### config.mk
export PLATFORM = sky130hd
export DESIGN_NAME = dpc_regs
export DESIGN_NICKNAME = d
export VERILOG_FILES = /design/src/core/dpc_pkg.sv /design/src/core/dpc_regs.sv
export SDC_FILE = /design/constraint.sdc
export NUM_CORES = 1
export LEC_CHECK = 0
export ABC_AREA = 1
export ABC_CLOCK_PERIOD_IN_PS = 2340
export BUFFER_PORTS_ARGS = -buffer_cell sky130_fd_sc_hd__buf_4
export CORE_MARGIN = 1.5
export CORE_UTILIZATION = 30
export CTS_CLUSTER_SIZE = 40
export DETAILED_ROUTE_END_ITERATION = 12
export HOLD_SLACK_MARGIN = 0.12
export PLACE_DENSITY = 0.47
export SETUP_SLACK_MARGIN = 0.5
export SLEW_MARGIN = 5
export SYNTH_ARGS = -nofsm -noshare
export SYNTH_HDL_FRONTEND = slang
export SYNTH_SLANG_ARGS = --single-unit
### constraint.sdc
create_clock -name sys_clk -period 2.34 [get_ports sys_clk]
set_input_delay 0.351 -clock sys_clk [delete_from_list [all_inputs] [get_ports sys_clk]]
set_output_delay 0.351 -clock sys_clk [all_outputs]
set_load 0.02 [all_outputs]
### src/core/dpc_pkg.sv
/*
 * constants for the debug port configuration and status register block.
 * assumes one clock domain (the port clock) and a plain register port from the
 * port's instruction decoder.
 */
`default_nettype none
package dpc_pkg;
   // ************************************************************
   // register offsets
   // ************************************************************
   localparam logic [3:0] OFS_REV      = 4'h0;
   localparam logic [3:0] OFS_ERR      = 4'h1;
   localparam logic [3:0] OFS_LINK_CONTROL_A    = 4'h2;
   localparam logic [3:0] OFS_LINK_CONTROL_B    = 4'h3;
   localparam logic [3:0] OFS_RSV_LO   = 4'h4;
   localparam logic [3:0] OFS_RSV_HI   = 4'h6;
   localparam logic [3:0] OFS_KEY      = 4'h7;
   localparam logic [3:0] OFS_SYSTEM_RESET_REQUEST_CODE   = 4'h8;
   localparam logic [3:0] OFS_CLKSEL   = 4'h9;
   localparam logic [3:0] OFS_SYSCTRL  = 4'hA;
   localparam logic [3:0] OFS_SYSSTAT  = 4'hB;
   localparam logic [3:0] OFS_CRC      = 4'hC;
   // ************************************************************
   // field positions
   // ************************************************************
   localparam int B_INTER_BYTE_DELAY_ENABLE  = 7;
   localparam int B_PARITY_CHECK_DISABLE   = 5;
   localparam int B_DTD    = 4;
   localparam int B_RSD    = 3;
   localparam int B_NACKD  = 4;
   localparam int B_CCDD   = 3;
   localparam int B_PDIS   = 2;
   localparam int B_UWDONE = 1;
   localparam int B_SYSTEM_CLOCK_REQUEST = 0;
   localparam int B_SYSTEM_RESET_ACTIVE = 5;
   localparam int B_SLEEP  = 4;
   localparam int B_NVMRDY = 3;
   localparam int B_UROWRDY= 2;
   localparam int B_LOCKED = 0;
   localparam int B_UKEY   = 5;
   localparam int B_NKEY   = 4;
   localparam int B_EKEY   = 3;
   // ************************************************************
   // values and reset values
   // ************************************************************
   localparam logic [7:0] RESET_SIG      = 8'h59;
   localparam logic [1:0] CLKSEL_RST     = 2'h3;
   localparam logic [7:0] CTRL_RST       = 8'h00;
   localparam logic [2:0] CRC_RST        = 3'h0;
   localparam logic [3:0] REV_DEFAULT    = 4'h3; // arbitrary value
   localparam logic [2:0] GT_OFF         = 3'h7;
   localparam int IDLE_CHAR_BITS         = 12;
   localparam int IBD_CHARS              = 2;
   localparam int TIMEOUT_CYC            = 65536;
   localparam int GT_MAX_CYC             = 128;
   typedef enum logic [2:0] {
      ERR_NONE = 3'h0, ERR_PARITY = 3'h1, ERR_FRAME = 3'h2, ERR_TIMEOUT = 3'h3,
      ERR_CLKREC = 3'h4, ERR_CONTEND = 3'h7
   } dpc_err_t;
endpackage
`default_nettype wire

### src/core/dpc_regs.sv
/*
 * configuration/status registers of the single pin debug port, with guard
 * time, inter-byte gap, time-out and error signature logic.
 * assumes the port's receiver and transmitter report events as one-cycle
 * pulses and that register access comes only from the port instruction decoder.
 */
// Behaviour
// - only debugger instructions reach these registers
// - physical registers at offsets zero to three
// - access registers four to twelve, four-six reserved
// - read-only revision in upper status nibble
// - error signature loads on error, clears on read
// - codes: none zero, parity one, stop two
// - code three on access layer no response
// - code four on start bit error
// - code seven on line contention
// - two idle characters between multi-byte data bytes
// - first response byte waits guard time only
// - parity disable ignores parity bit
// - time-out after 65536 cycles unless disabled
// - response signature disable suppresses signatures
// - guard time select 128 down to off
// - port disable resets port and configuration
// - nack disable suppresses nack on system reset; here it blocks every nack and system reset blocks nack regardless
// - contention detect disable turns detection off
// - reset signature asserts system reset, others release
`default_nettype none
module dpc_regs
   import dpc_pkg::*;
#(
   parameter int TIMEOUT = TIMEOUT_CYC
) (
   // clock and reset
   input  wire logic       sys_clk,
   input  wire logic       rst,
   // register port from the instruction decoder
   input  wire logic       reg_wr,
   input  wire logic       reg_rd,
   input  wire logic [3:0] reg_addr,
   input  wire logic [7:0] reg_wdata,
   output logic      [7:0] reg_rdata,
   // receiver events
   input  wire logic       rx_parity_bad,
   input  wire logic       rx_stop_bad,
   input  wire logic       rx_start_bad,
   input  wire logic       line_contention,
   // access layer handshake
   input  wire logic       acc_req,
   input  wire logic       acc_resp,
   // transmit sequencing
   input  wire logic       tx_turnaround,
   input  wire logic       tx_next_byte,
   input  wire logic       multi_byte_load,
   input  wire logic       resp_sig_want,
   input  wire logic       nack_want,
   output logic            tx_go,
   output logic            resp_sig_send,
   output logic            nack_send,
   // system side status
   input  wire logic       sys_in_reset,
   input  wire logic       sys_sleeping,
   input  wire logic [2:0] key_status,
   input  wire logic       nvm_ready,
   input  wire logic       urow_ready,
   input  wire logic       locked,
   input  wire logic [2:0] crc_status,
   // system side controls
   output logic            sys_reset_req,
   output logic            sys_clock_req,
   output logic            urow_done_pulse,
   output logic      [1:0] clk_freq_sel,
   output logic            port_reset,
   output logic            parity_err_en,
   output logic            contention_en
);
   // ************************************************************
   // storage
   // ************************************************************
   logic [7:0]  link_control_a_r;
   logic [2:0]  link_control_b_r;
   logic [2:0]  err_r;
   logic        system_reset_request_code_r;
   logic        system_reset_active_r;
   logic [1:0]  clksel_r;
   logic        system_clock_request_r;
   logic        pdis_r;
   logic [16:0] to_cnt_r;
   logic        to_busy_r;
   logic [11:0] gap_cnt_r;
   logic        gap_busy_r;
   logic        wr_link_control_b_dis;

   function automatic logic [11:0] gt_cycles(input logic [2:0] sel);
      gt_cycles = (sel == GT_OFF) ? 12'h000 : 12'(GT_MAX_CYC >> sel);
   endfunction

   assign wr_link_control_b_dis = reg_wr && reg_addr == OFS_LINK_CONTROL_B && reg_wdata[B_PDIS];

   // ************************************************************
   // port disable: one-cycle self reset of the port
   // ************************************************************
   always_ff @(posedge sys_clk or posedge rst) begin
      if (rst) begin
         pdis_r <= 1'b0;
      end else begin
         pdis_r <= wr_link_control_b_dis;
      end
   end
   assign port_reset = pdis_r;

   // ************************************************************
   // control registers
   // ************************************************************
   always_ff @(posedge sys_clk or posedge rst) begin
      if (rst) begin
         link_control_a_r  <= CTRL_RST;
         link_control_b_r  <= 3'h0;
         clksel_r <= CLKSEL_RST;
         system_clock_request_r <= 1'b1;
      end else if (pdis_r) begin
         link_control_a_r  <= CTRL_RST;
         link_control_b_r  <= 3'h0;
         clksel_r <= CLKSEL_RST;
         system_clock_request_r <= 1'b0;
      end else if (reg_wr) begin
         unique case (reg_addr)
            OFS_LINK_CONTROL_A:   link_control_a_r <= reg_wdata & 8'hBF;
            OFS_LINK_CONTROL_B:   link_control_b_r <= reg_wdata[B_NACKD:B_PDIS];
            OFS_CLKSEL:  clksel_r <= reg_wdata[1:0];
            OFS_SYSCTRL: system_clock_request_r <= reg_wdata[B_SYSTEM_CLOCK_REQUEST];
            default: ;
         endcase
      end
   end
   assign sys_clock_req   = system_clock_request_r && !pdis_r;
   assign clk_freq_sel    = clksel_r;
   assign urow_done_pulse = reg_wr && reg_addr == OFS_SYSCTRL && reg_wdata[B_UWDONE] && key_status[2];
   assign parity_err_en   = !link_control_a_r[B_PARITY_CHECK_DISABLE];
   assign contention_en   = !link_control_b_r[1];

   // ************************************************************
   // system reset request
   // ************************************************************
   always_ff @(posedge sys_clk or posedge rst) begin
      if (rst) begin
         system_reset_request_code_r <= 1'b0;
      end else if (reg_wr && reg_addr == OFS_SYSTEM_RESET_REQUEST_CODE) begin
         system_reset_request_code_r <= (reg_wdata == RESET_SIG);
      end
   end
   assign sys_reset_req = system_reset_request_code_r;

   // sticky system reset flag, cleared on read; a new reset wins
   always_ff @(posedge sys_clk or posedge rst) begin
      if (rst) begin
         system_reset_active_r <= 1'b0;
      end else if (sys_in_reset || system_reset_request_code_r) begin
         system_reset_active_r <= 1'b1;
      end else if (reg_rd && reg_addr == OFS_SYSSTAT) begin
         system_reset_active_r <= 1'b0;
      end
   end

   // ************************************************************
   // access layer time-out
   // ************************************************************
   always_ff @(posedge sys_clk or posedge rst) begin
      if (rst) begin
         to_cnt_r  <= 17'h0;
         to_busy_r <= 1'b0;
      end else if (acc_resp || pdis_r || link_control_a_r[B_DTD]) begin
         to_busy_r <= 1'b0;
         to_cnt_r  <= 17'h0;
      end else if (acc_req) begin
         to_busy_r <= 1'b1;
         to_cnt_r  <= 17'h0;
      end else if (to_busy_r) begin
         to_cnt_r <= to_cnt_r + 17'h1;
         if (to_cnt_r == 17'(TIMEOUT - 1)) begin
            to_busy_r <= 1'b0;
         end
      end
   end
   logic timeout_hit;
   assign timeout_hit = to_busy_r && !acc_resp && !link_control_a_r[B_DTD] && to_cnt_r == 17'(TIMEOUT - 1);

   // ************************************************************
   // error signature
   // ************************************************************
   dpc_err_t err_nxt;
   always_comb begin
      err_nxt = ERR_NONE;
      if (line_contention && contention_en) err_nxt = ERR_CONTEND;
      else if (rx_start_bad)                err_nxt = ERR_CLKREC;
      else if (timeout_hit)                 err_nxt = ERR_TIMEOUT;
      else if (rx_stop_bad)                 err_nxt = ERR_FRAME;
      else if (rx_parity_bad && parity_err_en) err_nxt = ERR_PARITY;
   end
   always_ff @(posedge sys_clk or posedge rst) begin
      if (rst) begin
         err_r <= ERR_NONE;
      end else if (pdis_r) begin
         err_r <= ERR_NONE;
      end else if (err_nxt != ERR_NONE) begin
         err_r <= err_nxt;
      end else if (reg_rd && reg_addr == OFS_ERR) begin
         err_r <= ERR_NONE;
      end
   end

   // ************************************************************
   // guard time before the first response byte, inter-byte gap before later multi-byte data bytes
   // ************************************************************
   always_ff @(posedge sys_clk or posedge rst) begin
      if (rst) begin
         gap_cnt_r  <= 12'h0;
         gap_busy_r <= 1'b0;
      end else if (tx_turnaround) begin
         gap_cnt_r  <= gt_cycles(link_control_a_r[2:0]);
         gap_busy_r <= 1'b1;
      end else if (tx_next_byte && multi_byte_load && link_control_a_r[B_INTER_BYTE_DELAY_ENABLE]) begin
         gap_cnt_r  <= 12'(IBD_CHARS * IDLE_CHAR_BITS);
         gap_busy_r <= 1'b1;
      end else if (gap_busy_r) begin
         if (gap_cnt_r == 12'h0) begin
            gap_busy_r <= 1'b0;
         end else begin
            gap_cnt_r <= gap_cnt_r - 12'h1;
         end
      end
   end
   assign tx_go         = gap_busy_r && gap_cnt_r == 12'h0;
   assign resp_sig_send = resp_sig_want && !link_control_a_r[B_RSD];
   assign nack_send     = nack_want && !link_control_b_r[2] && !sys_in_reset;

   // ************************************************************
   // read mux: debugger port only, no processor path
   // ************************************************************
   always_ff @(posedge sys_clk or posedge rst) begin
      if (rst) begin
         reg_rdata <= 8'h00;
      end else if (reg_rd) begin
         unique case (reg_addr)
            OFS_REV:     reg_rdata <= {REV_DEFAULT, 4'h0};
            OFS_ERR:     reg_rdata <= {5'h0, err_r};
            OFS_LINK_CONTROL_A:   reg_rdata <= link_control_a_r;
            OFS_LINK_CONTROL_B:   reg_rdata <= {3'h0, link_control_b_r, 2'h0};
            OFS_KEY:     reg_rdata <= {2'h0, key_status, 3'h0};
            OFS_SYSTEM_RESET_REQUEST_CODE:  reg_rdata <= {7'h0, system_reset_request_code_r};
            OFS_CLKSEL:  reg_rdata <= {6'h0, clksel_r};
            OFS_SYSCTRL: reg_rdata <= {7'h0, system_clock_request_r};
            OFS_SYSSTAT: reg_rdata <= {2'h0, system_reset_active_r, sys_sleeping, nvm_ready, urow_ready, 1'b0, locked};
            OFS_CRC:     reg_rdata <= {5'h0, crc_status};
            default:     reg_rdata <= 8'h00;
         endcase
      end
   end

   // ************************************************************
   // checks
   // ************************************************************
   AST_ERR_CLR: assert property (@(posedge sys_clk) disable iff (rst)
      reg_rd && reg_addr == OFS_ERR && err_nxt == ERR_NONE && !pdis_r |=> err_r == ERR_NONE)
      else $error("error signature not cleared by read");
   AST_PAR: assert property (@(posedge sys_clk) disable iff (rst)
      rx_parity_bad && !link_control_a_r[B_PARITY_CHECK_DISABLE] && !rx_stop_bad && !rx_start_bad && !timeout_hit
      && !(line_contention && contention_en) && !pdis_r |=> err_r == 3'h1)
      else $error("parity error code wrong");
   AST_PARITY_CHECK_DISABLE: assert property (@(posedge sys_clk) disable iff (rst)
      link_control_a_r[B_PARITY_CHECK_DISABLE] && err_r == ERR_NONE && !rx_stop_bad && !rx_start_bad && !timeout_hit && !line_contention
      |=> err_r == ERR_NONE)
      else $error("parity flagged while disabled");
   AST_CONT: assert property (@(posedge sys_clk) disable iff (rst)
      line_contention && !link_control_b_r[1] && !pdis_r |=> err_r == 3'h7)
      else $error("contention code wrong");
   AST_SYSTEM_RESET_REQUEST_CODE: assert property (@(posedge sys_clk) disable iff (rst)
      reg_wr && reg_addr == OFS_SYSTEM_RESET_REQUEST_CODE |=> sys_reset_req == ($past(reg_wdata) == 8'h59))
      else $error("reset request wrong");
   AST_RSD: assert property (@(posedge sys_clk) disable iff (rst)
      link_control_a_r[B_RSD] |-> !resp_sig_send)
      else $error("signature sent while disabled");
   AST_GT2: assert property (@(posedge sys_clk) disable iff (rst)
      tx_turnaround && link_control_a_r[2:0] == 3'h6 ##1 (!tx_turnaround && !tx_next_byte) [*2] |=> tx_go)
      else $error("guard time of two cycles wrong");
   AST_DIS: assert property (@(posedge sys_clk) disable iff (rst)
      wr_link_control_b_dis |=> ##1 link_control_a_r == 8'h00 && !sys_clock_req)
      else $error("port disable did not clear configuration");
   AST_RSV: assert property (@(posedge sys_clk) disable iff (rst)
      reg_rd && reg_addr >= OFS_RSV_LO && reg_addr <= OFS_RSV_HI |=> reg_rdata == 8'h00)
      else $error("reserved offset not zero");

   // ************************************************************
   // checks on codes, gaps and disables
   // ************************************************************
   AST_REV: assert property (@(posedge sys_clk) disable iff (rst)
      reg_rd && reg_addr == OFS_REV |=> reg_rdata == {REV_DEFAULT, 4'h0})
      else $error("revision field wrong");
   AST_FRAME: assert property (@(posedge sys_clk) disable iff (rst)
      rx_stop_bad && !rx_start_bad && !timeout_hit && !(line_contention && contention_en) && !pdis_r
      |=> err_r == ERR_FRAME)
      else $error("frame error code wrong");
   AST_START: assert property (@(posedge sys_clk) disable iff (rst)
      rx_start_bad && !(line_contention && contention_en) && !pdis_r |=> err_r == ERR_CLKREC)
      else $error("start bit error code wrong");
   AST_TMO: assert property (@(posedge sys_clk) disable iff (rst)
      timeout_hit && !rx_start_bad && !(line_contention && contention_en) && !pdis_r
      |=> err_r == ERR_TIMEOUT)
      else $error("time-out error code wrong");
   AST_DTD: assert property (@(posedge sys_clk) disable iff (rst)
      link_control_a_r[B_DTD] |=> !to_busy_r)
      else $error("time-out watch running while disabled");
   AST_IBD: assert property (@(posedge sys_clk) disable iff (rst)
      tx_next_byte && multi_byte_load && link_control_a_r[B_INTER_BYTE_DELAY_ENABLE] && !tx_turnaround
      |=> gap_busy_r && gap_cnt_r == 12'(IBD_CHARS * IDLE_CHAR_BITS))
      else $error("inter-byte gap length wrong");
   AST_GT_OFF: assert property (@(posedge sys_clk) disable iff (rst)
      tx_turnaround && link_control_a_r[2:0] == GT_OFF |=> tx_go)
      else $error("guard time not off");
   AST_GT_FIRST: assert property (@(posedge sys_clk) disable iff (rst)
      tx_turnaround && link_control_a_r[B_INTER_BYTE_DELAY_ENABLE] && link_control_a_r[2:0] == 3'h6
      |=> gap_cnt_r == 12'h002)
      else $error("first byte waited more than guard time");
   AST_NACK: assert property (@(posedge sys_clk) disable iff (rst)
      link_control_b_r[2] |-> !nack_send)
      else $error("nack sent while disabled");
   AST_CCD: assert property (@(posedge sys_clk) disable iff (rst)
      line_contention && link_control_b_r[1] && err_r == ERR_NONE && !rx_start_bad && !rx_stop_bad
      && !rx_parity_bad && !timeout_hit |=> err_r == ERR_NONE)
      else $error("contention flagged while disabled");
   AST_DIS_ERR: assert property (@(posedge sys_clk) disable iff (rst)
      pdis_r |=> err_r == ERR_NONE && clk_freq_sel == CLKSEL_RST)
      else $error("port disable left state behind");
   AST_PDIS: assert property (@(posedge sys_clk) disable iff (rst)
      wr_link_control_b_dis |=> port_reset)
      else $error("port reset not raised");
   AST_UNMAP: assert property (@(posedge sys_clk) disable iff (rst)
      reg_rd && reg_addr > OFS_CRC |=> reg_rdata == 8'h00)
      else $error("unmapped offset not zero");
   AST_RST_HOLD: assert property (@(posedge sys_clk) disable iff (rst)
      sys_reset_req && !(reg_wr && reg_addr == OFS_SYSTEM_RESET_REQUEST_CODE) |=> sys_reset_req)
      else $error("system reset request dropped without write");
endmodule
`default_nettype wire

==> results.ini, run 1 <==
[run_status]
status=completed

[sta]
setup_viol=0
period_share_pct=82.1
hold_viol_final=0
rsz0062_at_grt=true
min_period_ns=1.92
finClkSkew_ns=0.00635
slew_violations=0
fmax_ghz=0.521
setup_tns_ns=0

[cells_and_area]
drive_gt1_share_pct=27.4
fillCellCount=1217
design_area_sq_mm=0.00451
diodes=0
nNetsFinal=598
mostFrequentLayoutCell=nand2_1
layout_common_cells=124 x nand2_1, 71 x buf_4, 60 x inv_1, 53 x nor2_1, 53 x dfrtp_1
area_growth_pct=30.0

[critical_path]
required_ns=1.99
cp.arrival_ns=1.57
cp_max_fo=4
reg2reg_depth=15
crit_path_end_kind=output pin
max_stage_delay_ns=0.45
start_kind=register
path_class=reg -> out
reg2reg_slack_ns=0.46
crit_chain=inv_4, ha_4, nand2_2, nor2_4, nand2_1, nor3b_2, buf_4
critical_path.slowest_cell=dfrtp_2

[synthesis]
syn_avg_cell_area_sq_um=7.22
synthesis.area_sq_mm=0.00347
syn_inst=480
synth-edff-count=0
synthesis.nets=521
yosysWarnings=0
ys_seq_area_share_pct=41.2
synth_ff_type=dfrtp_1
yosys-top-cells-area=dfrtp_1 39%, nand2_1 14%, inv_1 6.8%, nand3_1 6.1%, nor2_1 5.8%
ys_types=42
synth_top_area_share_pct=39.0
ys_async_sr_fraction_pct=100
yosys.area.top_type=dfrtp_1
ys_seq_elements=57

[global_routing]
track_usage_pct=15.9
grt_pass1_vias=3236
gr-total-overflow=0
grt_pass1_wl_mm=15.4
grt_max_degree=22
grt_antenna_before_repair=0

[route]
vias=3261
highest_layer=met4
dr_wl_met3_um=411
wire_per_inst_um=13.1
routed_wl_mm=9.23
dr.pass1.iters=6
drtIter0Drc=216
postRouteAntennaNets=0
vias_per_cell=4.63
met1Wirelength_mm=4.58
drc_errors=0
wl_met2_mm=4.15

[die]
dieHeight_um=111
pin_count=57
die_w_um=111
core_area_sq_mm=0.0113
initial_utilization_pct=30.6
die_area_sq_mm=0.0122
fp-row-count=39

[clocking]
clockBufferDepth=2
cts_root_buf=clkbuf_16
cts_made_buffers=9
clk_pin_slew_worst_paths_ns=0.05
htree_levels=3
clk_latency_ns=0.33
cts_tree=done
cts.sinks=57

[hold_path]
min_path_cells=3
min_path_type=in -> reg

[placement]
place.gp.congestion=0.855
placed_area_sq_mm=0.00406
portBuffers=55
hpwlAfterDp_mm=7.08

[run]
cap_viol_max_count=0

[power_and_ir_drop]
fin_total_pwr_mw=3.69
powerDensity_mw_per_mm2=818
power.leakage_nw=2.15
ir_drop_uv=568

==> kinds of logic (layout without fill, tap and decap cells) <==
logic type | after synthesis | in the layout | share of synthesized area (%)
other cells | 1 | 1 | 0.108
xor+xnor | 5 | 5 | 1.48
buf+inv | 79 | 161 | 9.09
fa+ha+maj | 3 | 3 | 1.08
compound gates | 51 | 51 | 8.77
simple gates | 284 | 284 | 38.2
flops | 57 | 57 | 41.2
==> power breakdown <==
part	internal, mW	switching [mW]
clock network	0.767	0.431
logic	0.482	0.700
registers	1.15	0.160
total	2.40	1.29
==> path summary, 6_finish.rpt <==
kind,startpoint,to
setup / recovery,gap_cnt_r[0]$_DFFE_PP0P_,tx_go
hold / removal,sys_in_reset,system_reset_active_r$_DFFE_PP0P_
setup reg to reg,to_cnt_r[1]$_DFFE_PP0P_,err_r[1]$_DFFE_PP0P_
hold reg to reg,reg_rdata[3]$_DFFE_PP0P_,reg_rdata[3]$_DFFE_PP0P_
max in group asynchronous,rst,system_clock_request_r$_DFFE_PP1P_
min in group asynchronous,rst,to_cnt_r[0]$_DFFE_PP0P_
==> through the flow <==
| stage | hold WS [ns] | worst slack (ns) | std cells | util [%] |
|---|---|---|---|---|
| after floorplan | 0.452 | 0.421 | 480 | - |
| after global placement | 0.420 | 0.221 | 677 | 35.9 |
| after detailed placement | 0.426 | 0.180 | 677 | 35.9 |
| after CTS | 0.237 | 0.306 | 701 | 39.4 |
| after global routing | 0.262 | 0.292 | 705 | 39.8 |
| final | 0.257 | 0.420 | 705 | 39.8 |
==> state kept, by name, indices dropped and copies added (netlist names) <==
| signal | count |
|---|---|
| gap_busy_r | 1 |
| reg_rdata | 7 |
| system_reset_active_r | 1 |
| link_control_a_r | 7 |
| link_control_b_r | 3 |
| to_busy_r | 1 |
| err_r | 3 |
| to_cnt_r | 17 |
| sys_reset_req | 1 |
| clk_freq_sel | 2 |
| port_reset | 1 |
| system_clock_request_r | 1 |
| gap_cnt_r | 12 |
==> synthesized netlist by cell type (all sizes together), types with 4 or more instances <==
library cell,number
nand3,43
nor2,72
o22ai,6
nor3,12
buf,4
dfrtp,54
nand4,10
nor4,4
inv,71
o21ai,26
a21oi,13
nand2,136
==> layout make-up <==
cell class	count	area (sq um)	share of cell area [%]
Tap cell	143	179	3.97
Inverter	73	278	6.16
Clock buffer	13	260	5.77
Clock inverter	3	15.0	0.333
Multi-Input combinational cell	344	1800	40.0
Sequential cell	57	1430	31.8
Timing Repair Buffer	72	543	12.0
==> timing repair <==
item                                    4_1_cts  5_1_grt
endpoints found under the setup margin        5        6
endpoints found under the hold margin        19        0
setup buffers                                 7        4
gates resized for setup                      20        3
hold buffers                                  1        0
pin swaps                                    11        8
==> routing by layer <==
metal / track usage [%] / vias to the layer above
met1: 21.6 / 1513
met2: 24.6 / 53
met5: 0 / -
met4: 3.93 / 0
li1: - / 1687
met3: 5.05 / 8
==> critical path, delay by kind of cell (launching register included) <==
kind | cells | cell delay (ns)
flops | 1 | 0.45
simple gates | 4 | 0.39
fa+ha+maj | 1 | 0.15
buf+inv | 2 | 0.25
Note: power is estimated with default switching activity, not from simulation.
==> run 2: changes to the inputs <==
--- a/config.mk
+++ b/config.mk
@@ -5,8 +5,8 @@
 export SDC_FILE = /design/constraint.sdc
 export NUM_CORES = 1
 export LEC_CHECK = 0
-export ABC_AREA = 1
-export ABC_CLOCK_PERIOD_IN_PS = 2340
+export ABC_AREA = 0
+export ABC_CLOCK_PERIOD_IN_PS = 1960
 export BUFFER_PORTS_ARGS = -buffer_cell sky130_fd_sc_hd__buf_4
 export CORE_MARGIN = 1.5
 export CORE_UTILIZATION = 30
==> constraint.sdc (replaced) <==
create_clock -name sys_clk -period 1.96 [get_ports sys_clk]
set_input_delay 0.294 -clock sys_clk [delete_from_list [all_inputs] [get_ports sys_clk]]
set_output_delay 0.294 -clock sys_clk [all_outputs]
set_load 0.02 [all_outputs]
==> results.ini, run 2 <==
[critical_path]
path_class=reg -> out
required_ns=1.67  ; -0.32 ns
start_kind=register
cp.arrival_ns=1.67  ; +0.10 ns
crit_path_end_kind=output pin
cp_max_fo=2  ; -2

[cells_and_area]
layout_common_cells=91 x buf_4, 53 x dfrtp_1, 39 x nor2_1, 22 x nand2_1
nNetsFinal=486  ; -19%
area_growth_pct=44.4
finalNonFillerCells=586  ; -17%
seqCellArea_sq_mm=0.00143  ; unchanged
fillCellCount=1045  ; -14%
multi_input_area_sq_mm=0.00183  ; +1.4%
reg_top3=to_cnt_r: 17 flops, gap_cnt_r: 12 flops
largest_reg_flops=17  ; unchanged
mostFrequentLayoutCell=buf_4
drive_gt1_share_pct=37.8  ; +10 points
diodes=0  ; unchanged
largest_register=to_cnt_r

[clocking]
cts_tree=done
clk_latency_ns=0.33  ; about the same
clockBufferDepth=2  ; unchanged
htree_levels=3  ; unchanged
clk_pin_slew_worst_paths_ns=0.07  ; +0.02 ns
cts_made_buffers=9  ; unchanged
cts_root_buf=clkbuf_8
cts.sinks=57  ; unchanged

[die]
pin_count=57  ; unchanged
die_area_sq_mm=0.0113  ; -7.2%
initial_utilization_pct=30.9  ; +0.32 points
dieHeight_um=106  ; -3.7%
core_area_sq_mm=0.0104  ; -8.4%
die_w_um=106  ; -3.7%
fp-row-count=37  ; -5.1%

[sta]
min_period_ns=1.96
finClkSkew_ns=0.00617  ; -0.000180 ns
fmax_ghz=0.510
slew_violations=0  ; unchanged
worstMarginPinSlew_ns=0.752
setup_ws_ns=-0.00200  ; -0.422 ns
hold_viol_final=0  ; unchanged
setup_viol=1  ; +1
period_share_pct=100
maxSlewHeadroom_pct=49.7
rsz0062_at_grt=true

[run_status]
status=finished with violations
violations=negative setup slack

[route]
postRouteAntennaNets=0  ; unchanged
drc_errors=0  ; unchanged
routed_wl_mm=9.38  ; +1.6%
vias_per_cell=5.12  ; +11%
wire_per_inst_um=16.0  ; +22%
vias=3003  ; -7.9%
dr.pass1.iters=4  ; -2
drtIter0Drc=125  ; -42%

[synthesis]
synthesis.nets=388  ; -26%
syn_avg_cell_area_sq_um=9.25  ; +28%
synth.top_cells.by_count=54 x dfrtp_1, 40 x nor2_1, 25 x nand2_1
synth_ff_type=dfrtp_1
yosysWarnings=0  ; unchanged
synthesis.area_sq_mm=0.00321  ; -7.4%
synth-edff-count=0  ; unchanged
yosys.area.top_type=dfrtp_1
synth.most_common_cell=dfrtp_1
yosys-top-cells-area=dfrtp_1 42%, mux2i_1 5.0%, nor2_1 4.7%, nand2_1 2.9%, dfstp_2 2.5%
synth_top_area_share_pct=42.1  ; +3.1 points
ys_seq_elements=57  ; unchanged
syn_inst=347  ; -28%
ys_types=62  ; +48%
ys_seq_area_share_pct=44.6  ; +3.3 points
ys_async_sr_fraction_pct=100  ; unchanged

[placement]
portBuffers=55  ; unchanged
place_ws_ns=0.0211  ; -0.159 ns
hpwlAfterDp_mm=6.23  ; -12%
place_inst=536  ; -21%
place.gp.congestion=0.794  ; -7.1%

[global_routing]
grt_max_degree=58  ; +160%
grt_pass1_vias=3058  ; -5.5%
gr-total-overflow=0  ; unchanged
grt_pass1_wl_mm=15.5  ; +0.94%
grt_antenna_before_repair=0  ; unchanged
track_usage_pct=17.7  ; +1.8 points

[hold_path]
min_path_type=in -> reg

[power_and_ir_drop]
seq_power_share_pct=34.4  ; -1.1 points
powerDensity_mw_per_mm2=1000  ; +23%
p_int_mw=3.06  ; +28%
swShare_pct=34.2  ; -0.81 points
clkPwrFrac_pct=26.7  ; -5.8 points
ir_drop_uv=459  ; -19%
combPwrFrac_pct=38.9  ; +6.9 points
p_sw_mw=1.59  ; +23%
power.leakage_nw=2.09  ; -2.6%

[run]
cap_viol_max_count=0  ; unchanged

-- run 2: cell types whose count changed after synthesis, moves of 14 or more --
cell	previous run	this run
clkbuf_1	1	15
nor2_1	54	40
nand2_1	128	25
inv_1	63	20
nor2_2	14	0
nand3_1	42	10
mux2i_1	0	16
-- run 2: worst paths after layout --
check	cells after the start	endpoint	slack [ns]	from
max in group asynchronous	4	system_clock_request_r$_DFFE_PP1P_	1.06	rst
worst min register to register	1	system_reset_active_r$_DFFE_PP0P_	0.50	system_reset_active_r$_DFFE_PP0P_
worst max register to register	6	gap_cnt_r[6]$_DFFE_PP0P_	0.01	gap_cnt_r[5]$_DFFE_PP0P_
worst min-delay path	2	system_reset_active_r$_DFFE_PP0P_	0.17	sys_in_reset
min in group asynchronous	4	to_cnt_r[14]$_DFFE_PP0P_	0.60	rst
worst max-delay path	4	tx_go	-0.002	gap_cnt_r[5]$_DFFE_PP0P_
-- run 2: power by group through the flow --
stage	sequential (mW)	clock, mW	combinational [mW]
global placement	1.60	0	1.40
finish	1.60	1.24	1.81
detailed placement	1.59	0	1.40
global route	1.62	1.34	1.99
floorplan	1.58	0	0.911
CTS	1.59	1.29	1.71
-- run 2: cell type report --
class	instances	share of cell area [%]
clock buffer	15	4.24
multi-input combinational	251	39.4
inverter	20	1.70
tap	136	3.67
clock inverter	1	0.648
timing repair buffer	106	19.4
sequential	57	30.9
-- run 2: cells by family (layout without fill, tap and decap cells) --
family	Yosys count	in the layout	synth area share, %
AND/OR/NAND/NOR	143	143	23.9
AO/OA/AOI/OAI	74	74	16.4
flip-flops	57	57	44.6
buffers and inverters	39	142	4.95
multiplexers	18	18	5.69
XOR/XNOR	12	12	3.27
adder cells (fa/ha/maj)	3	3	1.17
other	1	1	0.117
-- run 2: timing repair --
action | in CTS | in global routing
gates cloned | 1 | 0
pin swaps | 22 | 9
hold buffers | 2 | 0
endpoints found under the setup margin | 26 | 27
endpoints found under the hold margin | 55 | 0
resized for setup | 41 | 13
buffers inserted | 21 | 10
-- run 2: per-layer routing --
layer | up-vias | global-route usage, % | wire [um]
met2 | 52 | 28.9 | 4670
li1 | 1463 | - | -
met4 | 0 | 4.57 | 55
met1 | 1484 | 23.5 | 4340
met3 | 4 | 4.11 | 306
met5 | - | 0 | 0
-- run 2: worst max-delay path, cell delays in order, from the launching register on --
cell and delay [ns]:
dfrtp_1 0.40, or4_4 0.53, buf_6 0.14, nor3_4 0.12, buf_6 0.14
-- run 2: per-stage QoR --
stage	area [sq um]	util [%]	hold WS [ns]	power [mW]	TNS (ns)
final	4630	44.7	0.169	4.65	-0.00200
after global routing	4630	44.7	0.158	4.95	-0.145
after CTS	4510	43.4	0.137	4.59	-0.0262
after detailed placement	3900	37.6	0.411	3.00	0
after global placement	3900	37.6	0.408	3.00	0
after floorplan	3270	-	0.365	2.49	0
==> run 3: changes to the inputs <==
--- a/config.mk
+++ b/config.mk
@@ -8,13 +8,13 @@
 export ABC_AREA = 0
 export ABC_CLOCK_PERIOD_IN_PS = 1960
 export BUFFER_PORTS_ARGS = -buffer_cell sky130_fd_sc_hd__buf_4
-export CORE_MARGIN = 1.5
+export CORE_ASPECT_RATIO = 1.25
+export CORE_MARGIN = 1
 export CORE_UTILIZATION = 30
 export CTS_CLUSTER_SIZE = 40
 export DETAILED_ROUTE_END_ITERATION = 12
 export HOLD_SLACK_MARGIN = 0.12
 export PLACE_DENSITY = 0.47
-export SETUP_SLACK_MARGIN = 0.5
 export SLEW_MARGIN = 5
 export SYNTH_ARGS = -nofsm -noshare
 export SYNTH_HDL_FRONTEND = slang
==> results.ini, run 3 (synthesis results as in run 2) <==
[global_routing]
grt.busiest_layer=met2
track_usage_pct=16.9  ; -0.77 points
grt_use_met3_pct=2.65  ; -1.5 points
gr-total-overflow=0  ; unchanged
grt_pass1_wl_mm=14.3  ; -8.3%
grt_antenna_before_repair=0  ; unchanged
use_met2_pct=26.8  ; -2.2 points
grt_pass1_vias=2768  ; -9.5%
grt_util_met1_pct=22.3  ; -1.2 points
grt_max_degree=58  ; unchanged

[placement]
portBuffers=55  ; unchanged
place.gp.congestion=0.783  ; -1.4%
hpwlAfterDp_mm=6.25  ; +0.42%
place_inst=530  ; -1.1%

[die]
fp-row-count=41  ; +11%
die_area_sq_mm=0.0111  ; -1.8%
initial_utilization_pct=31.3  ; +0.33 points
core_area_sq_mm=0.0103  ; -1.1%
die_w_um=94.5  ; -11%
dieHeight_um=118  ; +11%
pin_count=57  ; unchanged

[sta]
worstMarginPinSlew_ns=0.544  ; -0.208 ns
finClkSkew_ns=0.00460  ; -0.00157 ns
fmax_ghz=0.499  ; -2.2%
rsz0062_at_grt=true
maxSlewHeadroom_pct=63.6  ; +14 points
hold_viol_final=0  ; unchanged
min_period_ns=2.01  ; +0.0434 ns
setup_viol=1  ; unchanged
period_share_pct=102  ; +2.2 points
setup_ws_ns=-0.0454  ; -0.0434 ns
slew_violations=0  ; unchanged

[critical_path]
crit_path_end_kind=output pin
cp.arrival_ns=1.71  ; +0.04 ns
worstReg2RegStart=gap_cnt_r[5]$_DFFE_PP0P_
cp_max_fo=2  ; unchanged
required_ns=1.67  ; about the same
start_kind=register
path_class=reg -> out
crit_start=gap_cnt_r[5]$_DFFE_PP0P_

[cells_and_area]
final_util_pct=41.8  ; -2.9 points
area_growth_pct=33.6
largest_register=to_cnt_r
mostFrequentLayoutCell=buf_4
largest_reg_flops=17  ; unchanged
reg_top3=to_cnt_r: 17 flops, gap_cnt_r: 12 flops
layout_common_cells=73 x buf_4, 54 x dfrtp_1, 40 x nor2_1, 24 x nand2_1, 17 x inv_1
multi_input_area_sq_mm=0.00169  ; -7.3%
finalNonFillerCells=550  ; -6.1%
fillCellCount=1037  ; -0.77%
drive_gt1_share_pct=28.0  ; -9.7 points
seqCellArea_sq_mm=0.00143  ; about the same
diodes=0  ; unchanged
nNetsFinal=458  ; -5.8%

[route]
drtIter0Drc=94  ; -25%
postRouteAntennaNets=0  ; unchanged
vias_per_cell=5.10  ; -0.48%
wire_per_inst_um=15.6  ; -2.6%
drc_errors=0  ; unchanged
vias=2805  ; -6.6%
routed_wl_mm=8.58  ; -8.6%
dr.pass1.iters=4  ; unchanged

[clocking]
clk_latency_ns=0.33  ; about the same
clockBufferDepth=2  ; unchanged
cts_root_buf=clkbuf_16
clk_pin_slew_worst_paths_ns=0.05  ; -0.02 ns
cts_made_buffers=9  ; unchanged
cts.sinks=57  ; unchanged
htree_levels=3  ; unchanged
cts_tree=done

[run_status]
status=finished with violations
violations=negative setup slack

[hold_path]
min_path_type=in -> reg
hold_start=acc_resp

[power_and_ir_drop]
power.leakage_nw=1.94  ; -7.1%
powerDensity_mw_per_mm2=1130  ; +13%
ir_drop_uv=520  ; +13%

[run]
cap_viol_max_count=0  ; unchanged

[run 3: power breakdown]
part           total [mW]  switching (mW)  internal [mW]
Sequential           1.58           0.206           1.38
Combinational        1.63           0.825          0.802
Clock                1.64           0.532           1.11
[run 3: cell type report]
| class | count | area share, % |
|---|---|---|
| inverters | 20 | 1.75 |
| clock inverters | 2 | 0.817 |
| well taps | 129 | 3.77 |
| clock buffers | 13 | 6.54 |
| multi-input cells | 251 | 39.5 |
| flip-flops and latches | 57 | 33.4 |
| repair buffers | 78 | 14.3 |
[run 3: metrics by stage]
step	hold WS, ns	setup TNS [ns]	setup slack [ns]	power (mW)	cell area (sq um)
after floorplan	0.365	0	0.0189	2.42	3210
after global placement	0.390	-0.171	-0.0508	2.94	3850
after detailed placement	0.391	-0.296	-0.0690	2.95	3850
after CTS	0.144	-0.0563	-0.0563	4.81	4250
after global routing	0.148	-0.343	-0.0920	5.11	4290
final	0.150	-0.0454	-0.0454	4.85	4290
[run 3: repair_timing]
| action | in CTS | in global routing |
|---|---|---|
| hold buffers | 1 | 0 |
| hold endpoints to repair | 54 | 0 |
| pin swaps | 6 | 13 |
| setup buffers | 3 | 1 |
| setup endpoints to repair | 8 | 11 |
| gates resized for setup | 11 | 10 |
[run 3: layer usage]
layer  wire [um]  share of wire (%)
met5           0                  0
met1        3910                 46
met2        4240                 49
met3         244                2.8
met4         182                2.1
[run 3: worst max-delay path, cell delays in order (launching register included)]
cell and delay (ns):
dfrtp_1 0.37, or4_4 0.55, buf_6 0.14, nor3_4 0.18
buf_6 0.14
[run 3: worst paths after layout]
check / endpoint / slack [ns] / cells after the start
hold / removal: to_busy_r$_DFF_PP0_ / 0.15 / 2
setup reg to reg: gap_cnt_r[4]$_DFFE_PP0P_ / 0 / 6
min in group asynchronous: to_cnt_r[13]$_DFFE_PP0P_ / 0.58 / 4
hold reg to reg: reg_rdata[3]$_DFFE_PP0P_ / 0.48 / 1
setup / recovery: tx_go / -0.05 / 4
max in group asynchronous: clk_freq_sel[1]$_DFFE_PP1P_ / 1.05 / 4
